`src/design/ddp_defines.svh`:
```
// constants for the direct cpu data port
`ifndef DDP_DEFINES_SVH
`define DDP_DEFINES_SVH
`define DDP_DATA_W 32
`define DDP_ADDR_W 32
`define DDP_PAR_W 4
`define DDP_LANE_W 8
`define DDP_BUF_DEPTH 2
`define DDP_CLK_PERIOD_NS 20
`define DDP_BUS_RELEASED 1'b1
`define DDP_INIT_RST_ACTIVE 1'b1
`define DDP_LANES_BYTE 4'h1
`define DDP_LANES_HALF 4'h3
`define DDP_LANES_TRI 4'h7
`define DDP_LANES_WORD 4'hf
`endif

```
`src/design/ddp_pkg.sv`:
```
// types shared by the direct cpu data port
`include "ddp_defines.svh"
package ddp_pkg;
  typedef enum logic [1:0] {
    DDP_SZ_BYTE = 2'b00,
    DDP_SZ_HALF = 2'b01,
    DDP_SZ_TRI = 2'b10,
    DDP_SZ_WORD = 2'b11
  } ddp_size_t;

  typedef enum logic [1:0] {
    DDP_OWN_NONE = 2'b00,
    DDP_OWN_CPU = 2'b01,
    DDP_OWN_MEM = 2'b10
  } ddp_owner_t;

  typedef struct packed {
    logic valid;
    logic store;
    ddp_size_t size;
    logic [`DDP_ADDR_W-1:0] addr;
    logic [`DDP_DATA_W-1:0] data;
    logic exc;
  } ddp_req_t;

  typedef struct packed {
    logic [`DDP_DATA_W-1:0] data;
    logic [`DDP_PAR_W-1:0] lanes;
  } ddp_load_t;
endpackage

```
`src/design/ddp_pipe_buf.sv`:
```
// small valid/ready buffer for captured load words
`timescale 1ns/10ps
`include "ddp_defines.svh"
module ddp_pipe_buf #(
  parameter int WIDTH = 36,
  parameter int DEPTH = `DDP_BUF_DEPTH
) (
  input wire logic i_clk, // system clock
  input wire logic i_sys_rst, // sync reset, active high
  input wire logic i_valid, // write side valid
  output logic o_ready, // write side ready
  input wire logic [WIDTH-1:0] i_data, // write data
  output logic o_valid, // read side valid
  input wire logic i_ready, // read side ready
  output logic [WIDTH-1:0] o_data // read data
);
  localparam int PW = (DEPTH > 1) ? $clog2(DEPTH) : 1;
  localparam int CW = $clog2(DEPTH + 1);
  localparam logic [PW-1:0] LAST = PW'(DEPTH - 1);
  localparam logic [CW-1:0] FULL = CW'(DEPTH);

  logic [WIDTH-1:0] mem_reg [DEPTH];
  logic [PW-1:0] wr_ptr_reg;
  logic [PW-1:0] rd_ptr_reg;
  logic [CW-1:0] cnt_reg;
  logic push;
  logic pop;

  assign o_ready = (cnt_reg != FULL);
  assign o_valid = (cnt_reg != '0);
  assign push = i_valid & o_ready;
  assign pop = o_valid & i_ready;
  assign o_data = mem_reg[rd_ptr_reg];

  always_ff @(posedge i_clk) begin
    if (push) begin
      mem_reg[wr_ptr_reg] <= i_data;
    end
  end

  always_ff @(posedge i_clk) begin
    if (i_sys_rst) begin
      wr_ptr_reg <= '0;
      rd_ptr_reg <= '0;
    end else begin
      if (push) begin
        wr_ptr_reg <= (wr_ptr_reg == LAST) ? '0 : wr_ptr_reg + 1'b1;
      end
      if (pop) begin
        rd_ptr_reg <= (rd_ptr_reg == LAST) ? '0 : rd_ptr_reg + 1'b1;
      end
    end
  end

  always_ff @(posedge i_clk) begin
    if (i_sys_rst) begin
      cnt_reg <= '0;
    end else if (push & ~pop) begin
      cnt_reg <= cnt_reg + 1'b1;
    end else if (pop & ~push) begin
      cnt_reg <= cnt_reg - 1'b1;
    end
  end
endmodule

```
`src/design/ddp_cpu_port.sv`:
```
// cpu end of the direct data port to on-chip memory
//
// Overview of operation
// - memory selected low means the bus interface unit ignores the request.
// - in MEM the cpu drives data for a store, memory for a load.
// - the data bus master also drives parity to a known value; no check.
// - the receiver captures the data bus at the end of MEM.
// - ALU stall shows stall low in that same ALU cycle; nobody latches then.
// - during any stall both sides repeat all address and control signals.
// - ALU exception raises request invalidate in MEM to block store latch.
// - MEM stall shows stall low in that same MEM cycle; data and parity repeated throughout.
// - transfers are full words; size code and low address pick lanes.
// - on reset the cpu raises memory init reset for the memory controller.
// - access issued in ALU, concluded in MEM; only ALU/MEM stalls matter.
// - RD stall postpones ALU signals; old bus driver repeats old data.
// - store stalled in MEM: cpu repeats data, memory writes any time.
// - exception before ALU withholds request valid for that instruction.
// - request invalidate stays high for a stall after an ALU exception.
// - MEM exception discards load data in WB; stores are unaffected.
// - direction high requests a store, low a load, with request valid.
// - next cycle's bus master raises its drive request: cpu for stores.
// - size code encodes byte, halfword, tribyte or word.
`timescale 1ns/10ps
`include "ddp_defines.svh"
module ddp_cpu_port #(
  parameter int BUF_DEPTH = `DDP_BUF_DEPTH
) (
  input wire logic i_clk, // system clock, 50 MHz
  input wire logic i_sys_rst, // sync reset, active high
  input wire ddp_pkg::ddp_req_t i_alu_req, // request entering ALU
  input wire logic i_pre_alu_exc, // exception before ALU
  input wire logic i_alu_exc, // exception in ALU cycle
  input wire logic i_mem_exc, // exception in MEM cycle
  input wire logic i_stall, // pipeline stall source
  output ddp_pkg::ddp_load_t o_load, // captured load word
  output logic o_load_valid, // load word available
  input wire logic i_load_ready, // load word taken
  output logic [`DDP_ADDR_W-1:0] o_data_address_bus, // access address
  output ddp_pkg::ddp_size_t o_access_size, // access size code
  output logic o_store_direction, // high store, low load
  output logic o_request_valid, // address valid
  output logic o_request_invalidate, // cancel in MEM
  output logic o_pipeline_stall_n, // stall, active low
  output logic o_memory_init_reset, // memory controller init
  input wire logic i_memory_selected_n, // memory hit, active low
  input wire logic [`DDP_DATA_W-1:0] i_cpu_data_bus, // data bus level
  output logic [`DDP_DATA_W-1:0] o_cpu_data_bus, // store data drive
  output logic o_cpu_data_bus_oe_n, // data drive enable, low
  output logic [`DDP_PAR_W-1:0] o_data_parity_bus, // parity drive
  output logic o_data_parity_bus_oe_n, // parity enable, low
  input wire logic i_memory_drive_request, // memory will drive
  output logic o_cpu_drive_request, // cpu will drive
  output logic o_biu_respond // bus interface unit handles it
);
  import ddp_pkg::*;

  ddp_req_t alu_reg;
  ddp_req_t mem_reg;
  logic mem_sel_reg;
  logic inval_reg;
  logic init_rst_reg;
  ddp_owner_t owner_reg;
  ddp_owner_t owner_next;
  logic [`DDP_DATA_W-1:0] dout_reg;
  logic [`DDP_PAR_W-1:0] par_reg;
  logic [`DDP_PAR_W-1:0] par_next;
  logic alu_exc_now;
  logic load_pending;
  logic buf_in_ready;
  logic stall;
  logic advance;
  logic push;
  ddp_load_t load_word;

  function automatic logic [`DDP_PAR_W-1:0] lane_mask(
    input ddp_size_t sz,
    input logic [1:0] ofs
  );
    logic [`DDP_PAR_W-1:0] base;
    base = `DDP_LANES_WORD;
    unique case (sz)
      DDP_SZ_BYTE: base = `DDP_LANES_BYTE;
      DDP_SZ_HALF: base = `DDP_LANES_HALF;
      DDP_SZ_TRI: base = `DDP_LANES_TRI;
      DDP_SZ_WORD: base = `DDP_LANES_WORD;
    endcase
    return base << ofs;
  endfunction

  // stall is the pipeline's own plus back-pressure from the load buffer
  assign alu_exc_now = alu_reg.valid & (alu_reg.exc | i_alu_exc);
  assign load_pending = mem_reg.valid & ~mem_reg.store & mem_sel_reg
    & ~i_mem_exc;
  assign stall = i_stall | (load_pending & ~buf_in_ready);
  assign advance = ~stall;
  assign o_pipeline_stall_n = ~stall;
  assign push = load_pending & advance;

  // request pins follow the ALU stage register, except request invalidate, which follows inval_reg
  assign o_data_address_bus = alu_reg.addr;
  assign o_access_size = alu_reg.size;
  assign o_store_direction = alu_reg.store;
  assign o_request_valid = alu_reg.valid;
  assign o_request_invalidate = inval_reg;
  assign o_memory_init_reset = init_rst_reg;
  assign o_biu_respond = alu_reg.valid & i_memory_selected_n;
  assign o_cpu_drive_request = alu_reg.valid & alu_reg.store
    & ~i_memory_selected_n;
  assign o_cpu_data_bus = dout_reg;
  assign o_data_parity_bus = par_reg;

  always_comb begin
    unique case (owner_reg)
      DDP_OWN_CPU: o_cpu_data_bus_oe_n = ~`DDP_BUS_RELEASED;
      DDP_OWN_NONE: o_cpu_data_bus_oe_n = `DDP_BUS_RELEASED;
      DDP_OWN_MEM: o_cpu_data_bus_oe_n = `DDP_BUS_RELEASED;
      default: o_cpu_data_bus_oe_n = `DDP_BUS_RELEASED;
    endcase
  end
  assign o_data_parity_bus_oe_n = o_cpu_data_bus_oe_n;

  // per-lane even parity of the store word
  for (genvar g = 0; g < `DDP_PAR_W; g++) begin : g_par
    assign par_next[g] = ^alu_reg.data[g*`DDP_LANE_W +: `DDP_LANE_W];
  end

  always_comb begin
    owner_next = DDP_OWN_NONE;
    if (alu_reg.valid & alu_reg.store & ~i_memory_selected_n) begin
      owner_next = DDP_OWN_CPU;
    end else if (alu_reg.valid & ~alu_reg.store
        & i_memory_drive_request) begin
      owner_next = DDP_OWN_MEM;
    end
  end

  always_ff @(posedge i_clk) begin
    if (i_sys_rst) begin
      init_rst_reg <= `DDP_INIT_RST_ACTIVE;
    end else begin
      init_rst_reg <= ~`DDP_INIT_RST_ACTIVE;
    end
  end

  // ALU stage: issued in ALU, held for every stall cycle
  always_ff @(posedge i_clk) begin
    if (i_sys_rst) begin
      alu_reg <= '0;
    end else if (stall) begin
      alu_reg.exc <= alu_exc_now;
    end else begin
      alu_reg <= i_alu_req;
      alu_reg.valid <= i_alu_req.valid & ~i_pre_alu_exc;
      alu_reg.exc <= 1'b0;
    end
  end

  // MEM stage: concludes the access, held through a MEM stall
  always_ff @(posedge i_clk) begin
    if (i_sys_rst) begin
      mem_reg <= '0;
      mem_sel_reg <= 1'b0;
    end else if (advance) begin
      mem_reg <= alu_reg;
      mem_reg.exc <= alu_exc_now;
      mem_sel_reg <= alu_reg.valid & ~i_memory_selected_n;
    end
  end

  always_ff @(posedge i_clk) begin
    if (i_sys_rst) begin
      inval_reg <= 1'b0;
    end else if (advance) begin
      inval_reg <= alu_exc_now;
    end
  end // held while stalled

  // bus drive: previous owner repeats its word through any stall
  always_ff @(posedge i_clk) begin
    if (i_sys_rst) begin
      owner_reg <= DDP_OWN_NONE;
    end else if (advance) begin
      owner_reg <= owner_next;
    end
  end

  always_ff @(posedge i_clk) begin
    if (i_sys_rst) begin
      dout_reg <= '0;
      par_reg <= '0;
    end else if (advance & (owner_next == DDP_OWN_CPU)) begin
      dout_reg <= alu_reg.data;
      par_reg <= par_next;
    end
  end

  // load words with their valid lanes, captured at the end of MEM
  assign load_word.data = i_cpu_data_bus;
  assign load_word.lanes = lane_mask(mem_reg.size, mem_reg.addr[1:0]);

  ddp_pipe_buf #(
    .WIDTH($bits(ddp_load_t)),
    .DEPTH(BUF_DEPTH)
  ) u_load_buf (
    .i_clk(i_clk),
    .i_sys_rst(i_sys_rst),
    .i_valid(push),
    .o_ready(buf_in_ready),
    .i_data(load_word),
    .o_valid(o_load_valid),
    .i_ready(i_load_ready),
    .o_data(o_load)
  );
endmodule

```
`config.mk`:
```
export PLATFORM = sky130hd
export DESIGN_NAME = ddp_cpu_port
export DESIGN_NICKNAME = d
export VERILOG_FILES = /design/src/design/ddp_pkg.sv /design/src/design/ddp_pipe_buf.sv /design/src/design/ddp_cpu_port.sv
export VERILOG_INCLUDE_DIRS = /design/src /design/src/design
export SDC_FILE = /design/constraint.sdc
export NUM_CORES = 1
export LEC_CHECK = 0
export BUFFER_PORTS_ARGS = -buffer_cell sky130_fd_sc_hd__buf_4
export CORE_MARGIN = 5
export CORE_UTILIZATION = 53
export CTS_BUF_LIST = sky130_fd_sc_hd__clkbuf_4
export CTS_CLUSTER_SIZE = 12
export DETAILED_ROUTE_END_ITERATION = 8
export HOLD_SLACK_MARGIN = 0.06
export PLACE_DENSITY = 0.82
export SYNTH_ARGS = -nofsm -noshare
export SYNTH_HDL_FRONTEND = slang
export SYNTH_SLANG_ARGS = --single-unit
```
`constraint.sdc`:
```
create_clock -name i_clk -period 7.2 [get_ports i_clk]
set_clock_uncertainty 0.15 [all_clocks]
set_input_delay 1.44 -clock i_clk [delete_from_list [all_inputs] [get_ports i_clk]]
set_output_delay 1.44 -clock i_clk [all_outputs]
set_load 0.005 [all_outputs]
```
* After elaboration in Yosys (flattened, before gate mapping) *
Memories as Yosys holds them, arrays and structs flattened. A register that Yosys moved wholly into a read port is not among the register bits.
Cells that the tools add are included.

storage, ports and cells
  bits in writable memories = 72
  input bits = 110
  memories kept = 1
  word-level logic and storage cells = 81
  bits in registers = 120

memory list
  name                words  bits a word  rd ports  clocked after memory_dff  wr ports  RTL line            RTL
  u_load_buf.mem_reg  2      36           1         1                         1         ddp_pipe_buf.sv:22  logic [WIDTH-1:0] mem_reg [DEPTH];

cells by class
  shifts and indexed selects = 1
  mux-type cells = 13
  add/sub/neg operators = 4
  bitwise gates (word level) = 29
  reductions and logical operators = 8
  equality and inequality tests = 6

operators by type and width
  cell                                               number
  XOR reduction 8 bit                                4
  AND 1 bit                                          18
  case mux 4 bit (4 select lines)                    1
  inverter 1 bit                                     9
  2-to-1 mux 1 bit                                   8
  2-to-1 mux 2 bit                                   4
  == test 2 x 1 -> 1 bit (second input constant)     3
  == test 2 bit (second input constant)              2
  nonzero test 2 bit                                 2
  left shift 4 x 2 -> 4 bit                          1
  adder 1 bit (second input constant)                2
  adder 2 x 1 -> 2 bit (second input constant)       1
  logical NOT 2 bit                                  1
  != test 2 bit (second input constant)              1
  bitwise OR 1 bit                                   2
  OR reduction 2 bit                                 1
  subtractor 2 x 1 -> 2 bit (second input constant)  1

* Longest topological paths before layout *
  word-level depth = 13
  mapped depth = 8
  depth with buffers taken out = 6

* Cells and area by module *
A second synthesis with hierarchy kept.

unflattened totals
  cells, all modules = 711
  area total of the unflattened synthesis = 7468.4 um^2

modules (own cells, without submodules)
  module        cells an instance  area each (um^2)  instances  seq. area each (um^2)
  ddp_cpu_port  575                4650.7            1          2322.2
  ddp_pipe_buf  136                2817.7            1          2262.2

* Worst setup path before layout *
OpenSTA, ideal clock, no wires.

  path kind = input -> register
  start = in i_mem_exc
  end = mem u_load_buf.mem_reg[0][0] (enable)
  library setup time = 0.523 ns
  slack = 1.396 ns
  cell stages on the path = 2
  data arrival time = 5.131 ns
  path through = nand4bb_1 nor4_1

on the way
  word-level cells in the longest chain between the ends = 9

ends and longest elaborated chain
  what                                        RTL line            RTL
  start, declared                             ddp_cpu_port.sv:33  input wire logic i_mem_exc,
  inverter 1 bit (*)                          ddp_cpu_port.sv:93  & ~i_mem_exc;
  AND 1 bit (*)                               ddp_cpu_port.sv:93
  AND 1 bit                                   ddp_cpu_port.sv:94  assign stall = i_stall | (load_pending & ~buf_in_ready);
  bitwise OR 1 bit                            ddp_cpu_port.sv:94
  inverter 1 bit (no line)                    -
  AND 1 bit (*)                               ddp_cpu_port.sv:97  assign push = load_pending & advance;
  AND 1 bit (*)                               ddp_pipe_buf.sv:31  assign push = i_valid & o_ready;
  2-to-1 mux 1 bit (*)                        ddp_pipe_buf.sv:36  if (push) begin
  2-to-1 mux 1 bit (implied by the code) (*)  ddp_pipe_buf.sv:37  mem_reg[wr_ptr_reg] <= i_data;
  end, declared                               ddp_pipe_buf.sv:22

Every way passes the cells marked *; elsewhere a longest branch is shown, timed or not.

* Worst setup path in the final report *
  start = in i_mem_exc
  end = out o_pipeline_stall_n

on the way
  word-level cells in the longest chain between the ends = 5

ends and longest elaborated chain
  what                      RTL line            RTL
  inverter 1 bit            ddp_cpu_port.sv:93
  AND 1 bit                 ddp_cpu_port.sv:93
  AND 1 bit                 ddp_cpu_port.sv:94
  bitwise OR 1 bit          ddp_cpu_port.sv:94
  inverter 1 bit (no line)  -
  end, declared             ddp_cpu_port.sv:43  output logic o_pipeline_stall_n,

No other way between the ends.

==> impl_results.md <==
- Status: completed
- Worst-path fanout max: 3
- Starting density of the core: 53.8%
- FILL cells: 1110
- Dpl hpwl: 11700 microns
- Critical Path AT: 2.28 ns
- VDD IR-drop max: 124 uV
- Most frequent cells in the layout: buf_4 (229), nand2_1 (217), dfxtp_1 (121)
- Drt first pass iters: 4
- Drt initial violations: 228
- First-pass GRT wire length: 26400 microns
- R2r startpoint: o_request_valid
- Avg Synthesized Cell Area: 10.5 sq um
- Number of port buffers: 224
- CP most frequent cell: buf_4
- Clock Tree Buf Depth: 2
- Vias in the first global route: 5275
- Final Util: 66.7%
- Final period utilization: 53.7%
- Max_slew headroom: 23.2%
- Die height: 128 microns
- Clock Root Buffer: clkbuf_4
- Via count: 5373
- Max stage delay on crit path: 0.34 ns
- CTS H-tree lvls: 4
- CORE AREA: 0.0138 sq mm
- Total setup buffers inserted after CTS: 0
- Hold Path Class: reg2reg
- CP cell instances: buf_4, and4bb_1, a21o_2, clkinv_2, buf_4
- Critical Path Sink Type: primary output
- Post_cts resized: 0
- Number of synthesized flops with an enable pin: 72
- CP startpoint kind: input pin
- Asr flop ratio synth: 0%
- IO Count: 226
- Row count: 43
- Critical Path Start: i_mem_exc
- Yosys warns: 0
- Avg WL per Cell: 15.7 microns
- Fmax: 259 MHz
- Total Wirelength: 16800 microns
- Post-route ant nets: 0
- Setup TNS: 0 ns
- Slowest stage cell, crit path: and4bb_1
- Hold Startpoint: o_cpu_data_bus[16]
- Chip width: 128 microns
- Commonest non-fill, non-tap cell in the layout: buf_4
- Post-synthesis cell area: 0.00741 sq mm
- Max FFs per register: 72
- Synth Net Count: 819
- Area grow syn2layout: 23.9%
- Cell count after synthesis: 708
- Slew @ Worst Pin: 1.15 ns
- Crit path required time: 5.61 ns
- ANT cells: 0
- Register area share after synthesis: 61.9%
- TritonCTS clock tree: built
- Grt ovf: 0
- # clock sinks: 193
- RD Place Congestion: 0.775
- Worst-path clk slew: 0.14 ns
- Final Hold Viols: 0
- Remaining DRCs: 0
- Hold Path Stages: 2
- Layout cells sized above 1: 34.0%
- Clock latency on the worst-skew pair: 0.55 ns
- Number of antenna violations at the first check in global routing: 0
- Distinct cell type count after synthesis: 33
- CTS buffer count: 17
- Pwr dens: 209 mW/mm^2
- Aggregate global-route resource usage: 20.3%
- Main synth FF type: dfxtp_1
- Slew Limit Fails: 0
- Unrepaired setup endpoints after global routing: no
- Reg2reg path depth: 4
- DIE AREA: 0.0165 sq mm
- Nets@finish: 991
- Fin crit period: 3.87 ns
- Leak Pwr: 0.00361 uW
- Critical setup path kind: in2out
- #FFs+latches synth: 193
- Vias per cell: 5.01
- Max Cap Viol: 0
- Hold Buf Count CTS: 0
- Number of setup violations in the final report: 0
- Largest net degree at the start of global routing: 94
synth_stat cells (2+ instances only):
library cell / count / area (sq um)
edfxtp_1: 72 / 2160
buf_2: 19 / 95.1
xnor2_1: 29 / 254
mux2_2: 36 / 405
nand2_1: 217 / 815
nand3b_1: 2 / 15.0
o21ai_0: 2 / 10.0
dfxtp_1: 121 / 2420
and2_1: 2 / 12.5
nor2_1: 11 / 41.3
clkbuf_1: 14 / 52.6
nor3_1: 3 / 15.0
a21oi_1: 112 / 561
buf_4: 38 / 285
and4bb_1: 2 / 25.0
xor2_1: 3 / 26.3
a211oi_1: 5 / 37.5
buf_6: 5 / 56.3
critical path: cells and delay by family:
| kind | cells | cell delay, ns |
|---|---|---|
| AND/OR/NAND/NOR | 1 | 0.34 |
| buffers and inverters | 3 | 0.32 |
| AO/OA/AOI/OAI | 1 | 0.17 |
layer usage:
layer	vias to the layer above	track usage, %	share of wire (%)
met1	2493	24.8	40
li1	2681	-	-
met2	187	33.4	49
met4	0	5.81	0.90
met3	12	8.08	9.9
met5	-	0	0
logic make-up (layout without fill, tap and decap cells):
logic type | Yosys count | count (layout) | share of synthesized area (%)
flops | 193 | 193 | 61.9
mux | 36 | 36 | 5.47
buf+inv | 77 | 262 | 6.67
xor+xnor | 32 | 32 | 3.78
fa+ha+maj | 1 | 1 | 0.169
compound gates | 123 | 123 | 8.68
simple gates | 246 | 246 | 13.4
report_power, final:
part	switching [uW]	leakage [uW]	internal (uW)	total, uW
sequential	17.4	0.00163	1150	1170
clock	372	0.000165	218	590
combinational	70.3	0.00181	86.4	157
total	460	0.00361	1460	1920
through the flow:
step	hold slack [ns]	instances	power, uW	worst slack (ns)	area (sq um)
4_1_cts	0.316	1073	1940	3.32	9190
6_report	0.315	1073	1920	3.33	9190
3_3_place_gp	0.292	1041	1350	3.32	8880
2_1_floorplan	0.277	708	1280	1.40	7410
3_5_place_dp	0.297	1041	1350	3.32	8880
5_1_grt	0.329	1073	2010	3.27	9190
layout make-up:
cell class	count	area [sq um]	share of cell area, %
inverters	1	5.00	0.0545
clock buffers	17	128	1.39
well taps	180	225	2.45
clock inverters	15	174	1.89
multi-input cells	438	2350	25.6
repair buffers	229	1720	18.7
flip-flops and latches	193	4580	49.9
path summary, 6_finish.rpt:
path | end | slack (ns)
max | o_pipeline_stall_n | 3.33
min | o_cpu_data_bus[16] | 0.31
max reg2reg | o_data_parity_bus[2] | 4.85
min reg2reg | o_cpu_data_bus[16] | 0.31
No activity file was read; power rests on OpenSTA's default activity.
